$ cat src/inc/mps_pkg.sv
// Purpose: Shared constants and types for the module power/sleep control pair
// Assumes: 40 MHz ref_clk_i on both ends
// Notes: Long press times are turned into cycle counts by ms_cyc
package mps_pkg;

	localparam int unsigned CLK_HZ = 40_000_000;
	localparam int unsigned POWER_KEY_N_ON_MS = 500;
	localparam int unsigned POWER_KEY_N_OFF_MS = 650;
	localparam int unsigned SUPPLY_STABLE_MS = 30;

	// Functionality levels
	localparam logic [2:0] FUN_MIN = 3'h0;
	localparam logic [2:0] FUN_FULL = 3'h1;
	localparam logic [2:0] FUN_AIR = 3'h4;

	// Host connection scenarios
	localparam logic [1:0] SCEN_UART = 2'h0;
	localparam logic [1:0] SCEN_USB_RWAKE = 2'h1;
	localparam logic [1:0] SCEN_USB_RI = 2'h2;
	localparam logic [1:0] SCEN_USB_NOSUSP = 2'h3;

	// Host register byte offsets
	localparam logic [7:0] REG_CTRL = 8'h00;
	localparam logic [7:0] REG_CMD = 8'h04;
	localparam logic [7:0] REG_STATUS = 8'h08;
	localparam logic [7:0] REG_IRQ_STAT = 8'h0C;
	localparam logic [7:0] REG_IRQ_MASK = 8'h10;

	// Control register fields
	localparam int CTRL_SUPPLY = 0;
	localparam int CTRL_PWR_ON = 1;
	localparam int CTRL_PWR_OFF = 2;
	localparam int CTRL_WAKE = 3;
	localparam int CTRL_SUSPEND = 4;
	localparam int CTRL_BUS_PWR = 5;
	localparam int CTRL_RADIO_OFF = 6;
	localparam int CTRL_SN_EN = 7;
	localparam int CTRL_SN_BKUP = 8;
	localparam int CTRL_USB_SEND = 9;

	// Command register fields: code in [1:0], argument in [6:4]
	localparam int CMD_CODE_LSB = 0;
	localparam int CMD_ARG_LSB = 4;

	// Interrupt event bits
	localparam int IRQ_RING = 0;
	localparam int IRQ_RWAKE = 1;
	localparam int IRQ_ACK = 2;
	localparam int IRQ_ERR = 3;
	localparam int IRQ_SEQ = 4;
	localparam int IRQ_W = 5;

	typedef enum logic [1:0] {
		CMD_SCLK = 2'b00,
		CMD_FUN = 2'b01,
		CMD_RF = 2'b10,
		CMD_PWROFF = 2'b11
	} mps_cmd_e;

	typedef enum logic [1:0] {
		PWR_OFF = 2'b00,
		PWR_ON = 2'b01,
		PWR_SLEEP = 2'b10
	} mps_pwr_e;

	typedef enum logic [1:0] {
		SN_OFF = 2'b00,
		SN_ACQ = 2'b01,
		SN_TRACK = 2'b10
	} mps_sn_e;

	typedef enum logic [1:0] {
		HS_IDLE = 2'b00,
		HS_SETTLE = 2'b01,
		HS_PRESS = 2'b10
	} mps_hseq_e;

	function automatic int unsigned ms_cyc(input int unsigned ms);
		return ms * (CLK_HZ / 1000);
	endfunction : ms_cyc

	function automatic logic [31:0] sat_inc(input logic [31:0] v);
		return (v == 32'hFFFFFFFF) ? v : v + 32'h1;
	endfunction : sat_inc

endpackage : mps_pkg
$ cat src/inc/mps_link_if.sv
// Purpose: Pins and command channel between host controller and module
// Assumes: Both ends on ref_clk_i; all signals synchronous
// Notes: Commands are a one-cycle valid with code and argument
`timescale 1ns/100ps
`default_nettype none
interface mps_link_if;
	import mps_pkg::*;
	logic main_supply;
	logic power_key_n;
	logic term_ready;
	logic radio_off_n;
	logic bus_power_sense;
	logic usb_suspend;
	logic usb_data;
	logic satnav_power_enable;
	logic satnav_backup_supply;
	logic cmd_valid;
	mps_cmd_e cmd_code;
	logic [2:0] cmd_arg;
	logic cmd_ack;
	logic cmd_err;
	logic ring_indicate_line;
	logic usb_remote_wake;
	logic module_status;

	modport dev (
		input main_supply, power_key_n, term_ready, radio_off_n, bus_power_sense,
		input usb_suspend, usb_data, satnav_power_enable, satnav_backup_supply,
		input cmd_valid, cmd_code, cmd_arg,
		output cmd_ack, cmd_err, ring_indicate_line, usb_remote_wake, module_status
	);

	modport host (
		output main_supply, power_key_n, term_ready, radio_off_n, bus_power_sense,
		output usb_suspend, usb_data, satnav_power_enable, satnav_backup_supply,
		output cmd_valid, cmd_code, cmd_arg,
		input cmd_ack, cmd_err, ring_indicate_line, usb_remote_wake, module_status
	);
endinterface : mps_link_if
`default_nettype wire

$ cat src/design/mps_host_ctl.sv
// Purpose: Host end: drives module pins and commands from a register port
// Assumes: Software strobes are one cycle, read data one cycle later
// Notes: Supply settle and key press lengths are parameters
`timescale 1ns/100ps
`default_nettype none
module mps_host_ctl import mps_pkg::*; #(
	parameter int unsigned ON_CYC = ms_cyc(POWER_KEY_N_ON_MS),
	parameter int unsigned OFF_CYC = ms_cyc(POWER_KEY_N_OFF_MS),
	parameter int unsigned STABLE_CYC = ms_cyc(SUPPLY_STABLE_MS)
) (
	// Clock and reset
	input wire logic ref_clk_i,
	input wire logic nrst_i,
	// Register port
	input wire logic [7:0] reg_addr_i,
	input wire logic [31:0] reg_wdata_i,
	input wire logic reg_wr_i,
	input wire logic reg_rd_i,
	output logic [31:0] reg_rdata_o,
	output logic irq_o,
	// Link to module
	mps_link_if.host link
);

	typedef struct packed {
		mps_hseq_e seq;
		logic [31:0] cnt;
		logic [31:0] stable_cnt;
		logic off_press;
		logic [9:0] ctrl;
		logic key_n;
		logic usb_data;
		logic cmd_valid;
		mps_cmd_e code;
		logic [2:0] arg;
		logic busy;
		logic last_err;
		logic ring_q;
		logic rwake_q;
		logic [IRQ_W-1:0] stat;
		logic [IRQ_W-1:0] mask;
		logic [31:0] rdata;
		logic irq;
	} mps_host_s;

	mps_host_s s_q;
	mps_host_s s_d;
	logic wr_ctrl;
	logic [IRQ_W-1:0] ev;

	////////////////////////////////////////////////////////////////////////////
	// Next state

	always_comb begin
		s_d = s_q;
		s_d.usb_data = 1'b0;
		s_d.cmd_valid = 1'b0;
		s_d.rdata = 32'h0;
		ev = '0;
		wr_ctrl = reg_wr_i && (reg_addr_i == REG_CTRL);

		if (wr_ctrl) begin
			s_d.ctrl[CTRL_SN_BKUP:CTRL_WAKE] = reg_wdata_i[CTRL_SN_BKUP:CTRL_WAKE];
			s_d.usb_data = reg_wdata_i[CTRL_USB_SEND];
			// Supply may only drop once the module is off and no press runs
			if (reg_wdata_i[CTRL_SUPPLY] || (!link.module_status && s_q.seq == HS_IDLE)) begin
				s_d.ctrl[CTRL_SUPPLY] = reg_wdata_i[CTRL_SUPPLY];
			end
		end
		s_d.stable_cnt = s_d.ctrl[CTRL_SUPPLY] ? sat_inc(s_q.stable_cnt) : 32'h0;

		unique case (s_q.seq)
			HS_IDLE: begin
				if (wr_ctrl && reg_wdata_i[CTRL_PWR_ON] && !link.module_status) begin
					s_d.ctrl[CTRL_SUPPLY] = 1'b1;
					s_d.off_press = 1'b0;
					s_d.seq = HS_SETTLE;
				end else if (wr_ctrl && reg_wdata_i[CTRL_PWR_OFF] && link.module_status) begin
					s_d.off_press = 1'b1;
					s_d.cnt = 32'h0;
					s_d.key_n = 1'b0;
					s_d.seq = HS_PRESS;
				end
			end
			HS_SETTLE: begin
				if (s_q.stable_cnt >= STABLE_CYC) begin
					s_d.cnt = 32'h0;
					s_d.key_n = 1'b0;
					s_d.seq = HS_PRESS;
				end
			end
			HS_PRESS: begin
				s_d.cnt = sat_inc(s_q.cnt);
				if (s_d.cnt >= (s_q.off_press ? OFF_CYC : ON_CYC)) begin
					s_d.key_n = 1'b1;
					s_d.seq = HS_IDLE;
					ev[IRQ_SEQ] = 1'b1;
				end
			end
			default: s_d.seq = HS_IDLE;
		endcase

		// Command issue; a write while one is outstanding is dropped
		if (reg_wr_i && (reg_addr_i == REG_CMD) && !s_q.busy) begin
			s_d.cmd_valid = 1'b1;
			s_d.code = mps_cmd_e'(reg_wdata_i[CMD_CODE_LSB +: 2]);
			s_d.arg = reg_wdata_i[CMD_ARG_LSB +: 3];
			s_d.busy = 1'b1;
		end
		if (link.cmd_ack || link.cmd_err) begin
			s_d.busy = 1'b0;
			s_d.last_err = link.cmd_err;
		end

		s_d.ring_q = link.ring_indicate_line;
		s_d.rwake_q = link.usb_remote_wake;
		ev[IRQ_RING] = link.ring_indicate_line && !s_q.ring_q;
		ev[IRQ_RWAKE] = link.usb_remote_wake && !s_q.rwake_q;
		ev[IRQ_ACK] = link.cmd_ack;
		ev[IRQ_ERR] = link.cmd_err;

		// Set wins over a same-cycle write-one clear
		if (reg_wr_i && (reg_addr_i == REG_IRQ_STAT)) begin
			s_d.stat = s_q.stat & ~reg_wdata_i[IRQ_W-1:0];
		end
		s_d.stat = s_d.stat | ev;
		if (reg_wr_i && (reg_addr_i == REG_IRQ_MASK)) begin
			s_d.mask = reg_wdata_i[IRQ_W-1:0];
		end
		s_d.irq = |(s_d.stat & s_d.mask);

		if (reg_rd_i) begin
			unique case (reg_addr_i)
				REG_CTRL: s_d.rdata = {22'h0, s_q.ctrl};
				REG_CMD: s_d.rdata = {25'h0, s_q.arg, 2'h0, s_q.code};
				REG_STATUS: s_d.rdata = {25'h0, s_q.seq, link.usb_remote_wake,
					link.ring_indicate_line, s_q.last_err, s_q.busy, link.module_status};
				REG_IRQ_STAT: s_d.rdata = {27'h0, s_q.stat};
				REG_IRQ_MASK: s_d.rdata = {27'h0, s_q.mask};
				default: s_d.rdata = 32'h0;
			endcase
		end
	end

	////////////////////////////////////////////////////////////////////////////
	// State register

	always_ff @(posedge ref_clk_i or negedge nrst_i) begin
		if (!nrst_i) begin
			s_q <= '{seq: HS_IDLE, cnt: 32'h0, stable_cnt: 32'h0, off_press: 1'b0,
				ctrl: 10'h008, key_n: 1'b1, usb_data: 1'b0, cmd_valid: 1'b0,
				code: CMD_SCLK, arg: 3'h0, busy: 1'b0, last_err: 1'b0, ring_q: 1'b0,
				rwake_q: 1'b0, stat: '0, mask: '0, rdata: 32'h0, irq: 1'b0};
		end else begin
			s_q <= s_d;
		end
	end

	////////////////////////////////////////////////////////////////////////////
	// Outputs

	assign reg_rdata_o = s_q.rdata;
	assign irq_o = s_q.irq;
	assign link.main_supply = s_q.ctrl[CTRL_SUPPLY];
	assign link.power_key_n = s_q.key_n;
	assign link.term_ready = s_q.ctrl[CTRL_WAKE];
	assign link.usb_suspend = s_q.ctrl[CTRL_SUSPEND];
	assign link.bus_power_sense = s_q.ctrl[CTRL_BUS_PWR];
	assign link.radio_off_n = !s_q.ctrl[CTRL_RADIO_OFF];
	assign link.satnav_power_enable = s_q.ctrl[CTRL_SN_EN];
	assign link.satnav_backup_supply = s_q.ctrl[CTRL_SN_BKUP];
	assign link.usb_data = s_q.usb_data;
	assign link.cmd_valid = s_q.cmd_valid;
	assign link.cmd_code = s_q.code;
	assign link.cmd_arg = s_q.arg;

endmodule : mps_host_ctl
`default_nettype wire

$ cat src/flat_wrapper.sv
// flat-port wrapper written by rule: the top's interface ports become plain ports
module mps_host_ctl_flat import mps_pkg::*;
#(
	parameter int unsigned ON_CYC = ms_cyc(POWER_KEY_N_ON_MS),
	parameter int unsigned OFF_CYC = ms_cyc(POWER_KEY_N_OFF_MS),
	parameter int unsigned STABLE_CYC = ms_cyc(SUPPLY_STABLE_MS)
)
  (ref_clk_i, nrst_i, reg_addr_i, reg_wdata_i, reg_wr_i, reg_rd_i, reg_rdata_o, irq_o, link_main_supply, link_power_key_n, link_term_ready, link_radio_off_n, link_bus_power_sense, link_usb_suspend, link_usb_data, link_satnav_power_enable, link_satnav_backup_supply, link_cmd_valid, link_cmd_code, link_cmd_arg, link_cmd_ack, link_cmd_err, link_ring_indicate_line, link_usb_remote_wake, link_module_status);
  mps_link_if link_i ();
  input wire logic ref_clk_i;
  input wire logic nrst_i;
  input wire logic [7:0] reg_addr_i;
  input wire logic [31:0] reg_wdata_i;
  input wire logic reg_wr_i;
  input wire logic reg_rd_i;
  output logic [31:0] reg_rdata_o;
  output logic irq_o;
  output wire logic [$bits(link_i.main_supply)-1:0] link_main_supply;
  output wire logic [$bits(link_i.power_key_n)-1:0] link_power_key_n;
  output wire logic [$bits(link_i.term_ready)-1:0] link_term_ready;
  output wire logic [$bits(link_i.radio_off_n)-1:0] link_radio_off_n;
  output wire logic [$bits(link_i.bus_power_sense)-1:0] link_bus_power_sense;
  output wire logic [$bits(link_i.usb_suspend)-1:0] link_usb_suspend;
  output wire logic [$bits(link_i.usb_data)-1:0] link_usb_data;
  output wire logic [$bits(link_i.satnav_power_enable)-1:0] link_satnav_power_enable;
  output wire logic [$bits(link_i.satnav_backup_supply)-1:0] link_satnav_backup_supply;
  output wire logic [$bits(link_i.cmd_valid)-1:0] link_cmd_valid;
  output wire logic [$bits(link_i.cmd_code)-1:0] link_cmd_code;
  output wire logic [$bits(link_i.cmd_arg)-1:0] link_cmd_arg;
  input wire logic [$bits(link_i.cmd_ack)-1:0] link_cmd_ack;
  input wire logic [$bits(link_i.cmd_err)-1:0] link_cmd_err;
  input wire logic [$bits(link_i.ring_indicate_line)-1:0] link_ring_indicate_line;
  input wire logic [$bits(link_i.usb_remote_wake)-1:0] link_usb_remote_wake;
  input wire logic [$bits(link_i.module_status)-1:0] link_module_status;
  assign link_main_supply = link_i.main_supply;
  assign link_power_key_n = link_i.power_key_n;
  assign link_term_ready = link_i.term_ready;
  assign link_radio_off_n = link_i.radio_off_n;
  assign link_bus_power_sense = link_i.bus_power_sense;
  assign link_usb_suspend = link_i.usb_suspend;
  assign link_usb_data = link_i.usb_data;
  assign link_satnav_power_enable = link_i.satnav_power_enable;
  assign link_satnav_backup_supply = link_i.satnav_backup_supply;
  assign link_cmd_valid = link_i.cmd_valid;
  assign link_cmd_code = link_i.cmd_code;
  assign link_cmd_arg = link_i.cmd_arg;
  assign link_i.cmd_ack = link_cmd_ack;
  assign link_i.cmd_err = link_cmd_err;
  assign link_i.ring_indicate_line = link_ring_indicate_line;
  assign link_i.usb_remote_wake = link_usb_remote_wake;
  assign link_i.module_status = link_module_status;
  mps_host_ctl #(.ON_CYC(ON_CYC), .OFF_CYC(OFF_CYC), .STABLE_CYC(STABLE_CYC)) u_core (.ref_clk_i(ref_clk_i), .nrst_i(nrst_i), .reg_addr_i(reg_addr_i), .reg_wdata_i(reg_wdata_i), .reg_wr_i(reg_wr_i), .reg_rd_i(reg_rd_i), .reg_rdata_o(reg_rdata_o), .irq_o(irq_o), .link(link_i));
endmodule
$ cat config.mk
export PLATFORM = sky130hd
export DESIGN_NAME = mps_host_ctl_flat
export DESIGN_NICKNAME = d
export VERILOG_FILES = /design/src/inc/mps_pkg.sv /design/src/inc/mps_link_if.sv /design/src/design/mps_host_ctl.sv /design/src/flat_wrapper.sv
export SDC_FILE = /design/constraint.sdc
export NUM_CORES = 1
export LEC_CHECK = 0
export CAP_MARGIN = 20
export CORE_MARGIN = 5
export CORE_UTILIZATION = 60
export DETAILED_ROUTE_END_ITERATION = 7
export DONT_BUFFER_PORTS = 1
export PLACE_DENSITY = 0.73
export SLEW_MARGIN = 30
export SYNTH_ARGS = -nofsm -noshare
export SYNTH_HDL_FRONTEND = slang
export SYNTH_SLANG_ARGS = --single-unit
$ cat constraint.sdc
create_clock -name ref_clk_i -period 9.7 [get_ports ref_clk_i]
set_input_delay 1.455 -clock ref_clk_i [delete_from_list [all_inputs] [get_ports ref_clk_i]]
set_output_delay 1.455 -clock ref_clk_i [all_outputs]
set_load 0.02 [all_outputs]
==> flow_summary.yaml <==
worst_setup_path:
  cp_top_family: "simple AND/OR/NAND/NOR gates"
  startpoint: "u_core.s_q[98]"
  end_kind: "flop"
  slowest_stage: "dfrtp_1"
  slowest_delay_ns: 0.46
  start_kind: "flop"
  path_max_fanout: 7
  crit_arrival_ns: 4.64
  path_cells: "ha_1 -> and3_1 -> and3_1 -> and3_1 -> or3_1 -> or4_1 -> xnor2_1 -> ha_1 -> nand3_1 -> nor2_1 -> and3_1 -> or3_1 -> o221ai_1 -> and3_1 -> a21oi_1"
  cp_num_buf_inv: 0
  required_ns: 9.98
  cp_common_cell: "and3_1"
  timing.rr.start: "u_core.s_q[98]"
  path_class: "reg2reg"
global_route:
  grt_max_degree: 107
  gr-total-overflow: 0
  antenna_found_initial: 0
  gr-usage-all-layers: 0.2221
  grt_pass1_wl_mm: 23.45
  grt_pass1_vias: 4978
power:
  power.share.combinational: 0.193
  switchingPower_uw: 384.3
  pwr-share-clk: 0.263
  leakage_uw: 0.002818
  seqPwrFrac: 0.544
  vdd_ir_drop_max_mv: 0.1197
  switching_share: 0.3460
  internal_power_uw: 726.3
  p_per_area_nw_per_um2: 169.9
sta:
  tns_ns: 0
  fmax_mhz: 229.5
  worstMarginPinSlew_ns: 0.7832
  hold-worst-slack_ns: 0.4882
  setup_violations: 0
  slew_headroom: 0.4712
  drv_slew: 0
  rsz0062_at_grt: "no"
  skew_ns: 0.01666
  min_period_ns: 4.357
  hold_violations: 0
  finalCritPeriodShare: 0.4492
route:
  drt_iter0_markers: 396
  met1_length_mm: 6.089
  met3_length_um: 940
  wl_met2_mm: 6.830
  avgRoutedWirePerCell_um: 17.60
  routed_wl_mm: 14.10
  drtPass1Iterations: 6
  ant_nets: 0
  drc: 0
  highest_layer: "met4"
  viasPerCell: 6.250
  via_count: 5006
floorplanning:
  row_count: 38
  die_area_sq_um: 12990
  die_h_um: 114.0
  core-area_sq_um: 10700
  pin_count: 97
  die_w_um: 114.0
  start_util: 0.6062
cts:
  clk_path_buf_depth: 2
  clk_pin_slew_ns: 0.11
  cts_resized: 0
  ctsHoldBuffers: 0
  clock-sinks: 106
  cts_tree: "yes"
  root_buffer: "clkbuf_8"
  post_cts_buffers: 0
  htreeDepth: 3
  numCtsBuffers: 9
  clk_latency_ns: 0.40
place:
  io_buffers: 0
  dp_hpwl_mm: 9.928
  globalplace.congestion: 0.8805
logic_synthesis:
  synth_warnings: 0
  ys_seq_area_frac: 0.4094
  async_flop_share: 1.000
  synth.distinct_cells: 74
  synth.cell_area_sq_um: 6485
  syn_avg_cell_area_sq_um: 9.371
  ys_seq_elements: 106
  syn_inst: 692
  ys.flop_type: "dfrtp_1"
  synth-edff-count: 0
layout:
  nets: 720
  area_growth_pct: 0.7911
  diodes: 0
  layout-drive-gt1-share: 0.09380
worst_hold_path:
  hp-start: "u_core.s_q[44]"
  hold_path_class: "reg2reg"
run_status:
  outcome: "complete, no violations"
run:
  drv_cap: 0
==> cells in the mapped netlist, types with 2 or more instances <==
library cell	n	area [sq um]
inv_1	16	60.06
a211oi_1	5	37.54
or2_2	3	18.77
nand2_1	43	161.4
nor2b_1	3	18.77
a21o_1	7	52.55
nor2_1	81	304.0
and4_1	9	78.83
a222oi_1	2	20.02
nand4_1	22	137.6
nor4_1	5	31.28
o21ai_0	35	175.2
and3_1	28	175.2
dfrtp_1	104	2603
a31oi_1	8	50.05
dfstp_2	2	52.55
or3_1	6	37.54
nor3_1	9	45.04
nand3b_1	3	22.52
ha_1	15	187.7
buf_2	11	55.05
a41oi_1	4	35.03
xnor2_1	26	227.7
a211o_1	6	52.55
o2111ai_1	2	17.52
nand3_1	30	150.1
a21oi_1	23	115.1
nor3b_1	3	22.52
mux2i_1	8	80.08
clkbuf_1	17	63.81
a22o_1	13	113.9
and2_1	10	62.56
a21boi_0	2	15.01
xor2_1	19	166.4
a22oi_1	3	22.52
nor4_4	3	63.81
mux2_2	19	214.0
buf_4	41	307.8
nand2b_1	4	25.02
o21a_1	3	22.52
o31ai_1	6	45.04
==> worst paths after layout <==
| kind | end | slack (ns) | cells past startpoint |
|---|---|---|---|
| worst max-delay path | u_core.irq_o | 5.34 | 15 |
| worst min-delay path | u_core.s_q[38] | 0.49 | 1 |
| worst max register to register | u_core.irq_o | 5.34 | 15 |
| worst min register to register | u_core.s_q[38] | 0.49 | 1 |
| max in group asynchronous | u_core.link.term_ready | 8.74 | 0 |
| min in group asynchronous | u_core.s_q[70] | 0.73 | 0 |
==> final cells by class <==
cell class	count	area (sq um)
clock inverter	7	83.83
fill	901	4161
inverter	16	60.06
multi-input combinational	520	3416
tap	140	175.2
sequential	106	2655
timing repair buffer	3	22.52
clock buffer	9	123.9
==> worst register-to-register path, cell delays in order (launching register included) <==
cell      delay, ns
dfrtp_1        0.46
ha_1           0.28
and3_1         0.29
and3_1         0.31
and3_1         0.25
or3_1          0.42
or4_1          0.45
xnor2_1        0.21
ha_1           0.29
nand3_1        0.11
nor2_1         0.05
and3_1         0.18
or3_1          0.31
o221ai_1       0.36
and3_1         0.22
a21oi_1        0.07
==> per-layer routing <==
metal / vias to the layer above / GRT usage
met2: 160 / 0.3673
met5: - / 0
met1: 2461 / 0.2796
met4: 0 / 0.07047
li1: 2361 / -
met3: 24 / 0.06790
==> stage by stage <==
step / instances / power, uW / util / cell area (sq um) / worst slack, ns
floorplan: 714 / 789.1 / - / 6568 / 5.679
global route: 801 / 1175 / 0.6110 / 6536 / 5.109
finish: 801 / 1111 / 0.6110 / 6536 / 5.343
detailed placement: 785 / 821.6 / 0.5906 / 6319 / 5.179
global placement: 785 / 806.1 / 0.5906 / 6319 / 5.287
CTS: 801 / 1116 / 0.6101 / 6526 / 5.369
==> cells in the final DEF, fill, tap and decap left out, types with 4 or more instances in the layout <==
cell / Yosys / final
dfrtp_1: 104 / 104
nor2_1: 81 / 81
nand2_1: 43 / 42
o21ai_0: 35 / 35
nand3_1: 30 / 30
and3_1: 28 / 28
xnor2_1: 26 / 26
a21oi_1: 23 / 23
conb_1: 1 / 23
nand4_1: 22 / 22
xor2_1: 19 / 19
mux2_2: 19 / 19
inv_1: 16 / 16
ha_1: 15 / 15
a22o_1: 13 / 13
and2_1: 10 / 10
and4_1: 9 / 9
nor3_1: 9 / 9
clkbuf_8: 0 / 9
mux2i_1: 8 / 8
a31oi_1: 8 / 8
a21o_1: 7 / 7
or3_1: 6 / 6
o31ai_1: 6 / 6
a211oi_1: 5 / 5
a211o_1: 6 / 5
a41oi_1: 4 / 4
nand2b_1: 4 / 4
nor4_1: 5 / 4
==> state kept, by name, summed over array words and instances (netlist names) <==
register / cells
u_core.s_q: 82
u_core.reg_rdata_o: 9
u_core.link.cmd_arg: 3
u_core.link.cmd_code: 2
u_core.irq_o: 1
u_core.link.bus_power_sense: 1
u_core.link.cmd_valid: 1
u_core.link.main_supply: 1
u_core.link.power_key_n: 1
u_core.link.satnav_backup_supply: 1
u_core.link.satnav_power_enable: 1
u_core.link.term_ready: 1
u_core.link.usb_data: 1
u_core.link.usb_suspend: 1
==> power by group through the flow <==
stage          sequential (uW)  combinational (uW)  clock [uW]
2_1_floorplan              553                 236           0
3_3_place_gp               606                 200           0
3_5_place_dp               610                 212           0
4_1_cts                    602                 213         301
5_1_grt                    616                 242         317
6_report                   604                 214         292
==> cells by family after synthesis <==
kind of cell | after synthesis | synth area share
xor+xnor | 45 | 0.06078
flops | 106 | 0.4094
simple gates | 272 | 0.2244
mux | 27 | 0.04534
buf+inv | 88 | 0.07814
fa+ha+maj | 15 | 0.02894
compound gates | 138 | 0.1524
other cells | 1 | 0.0005783
No activity file was read; power rests on OpenSTA's default activity.
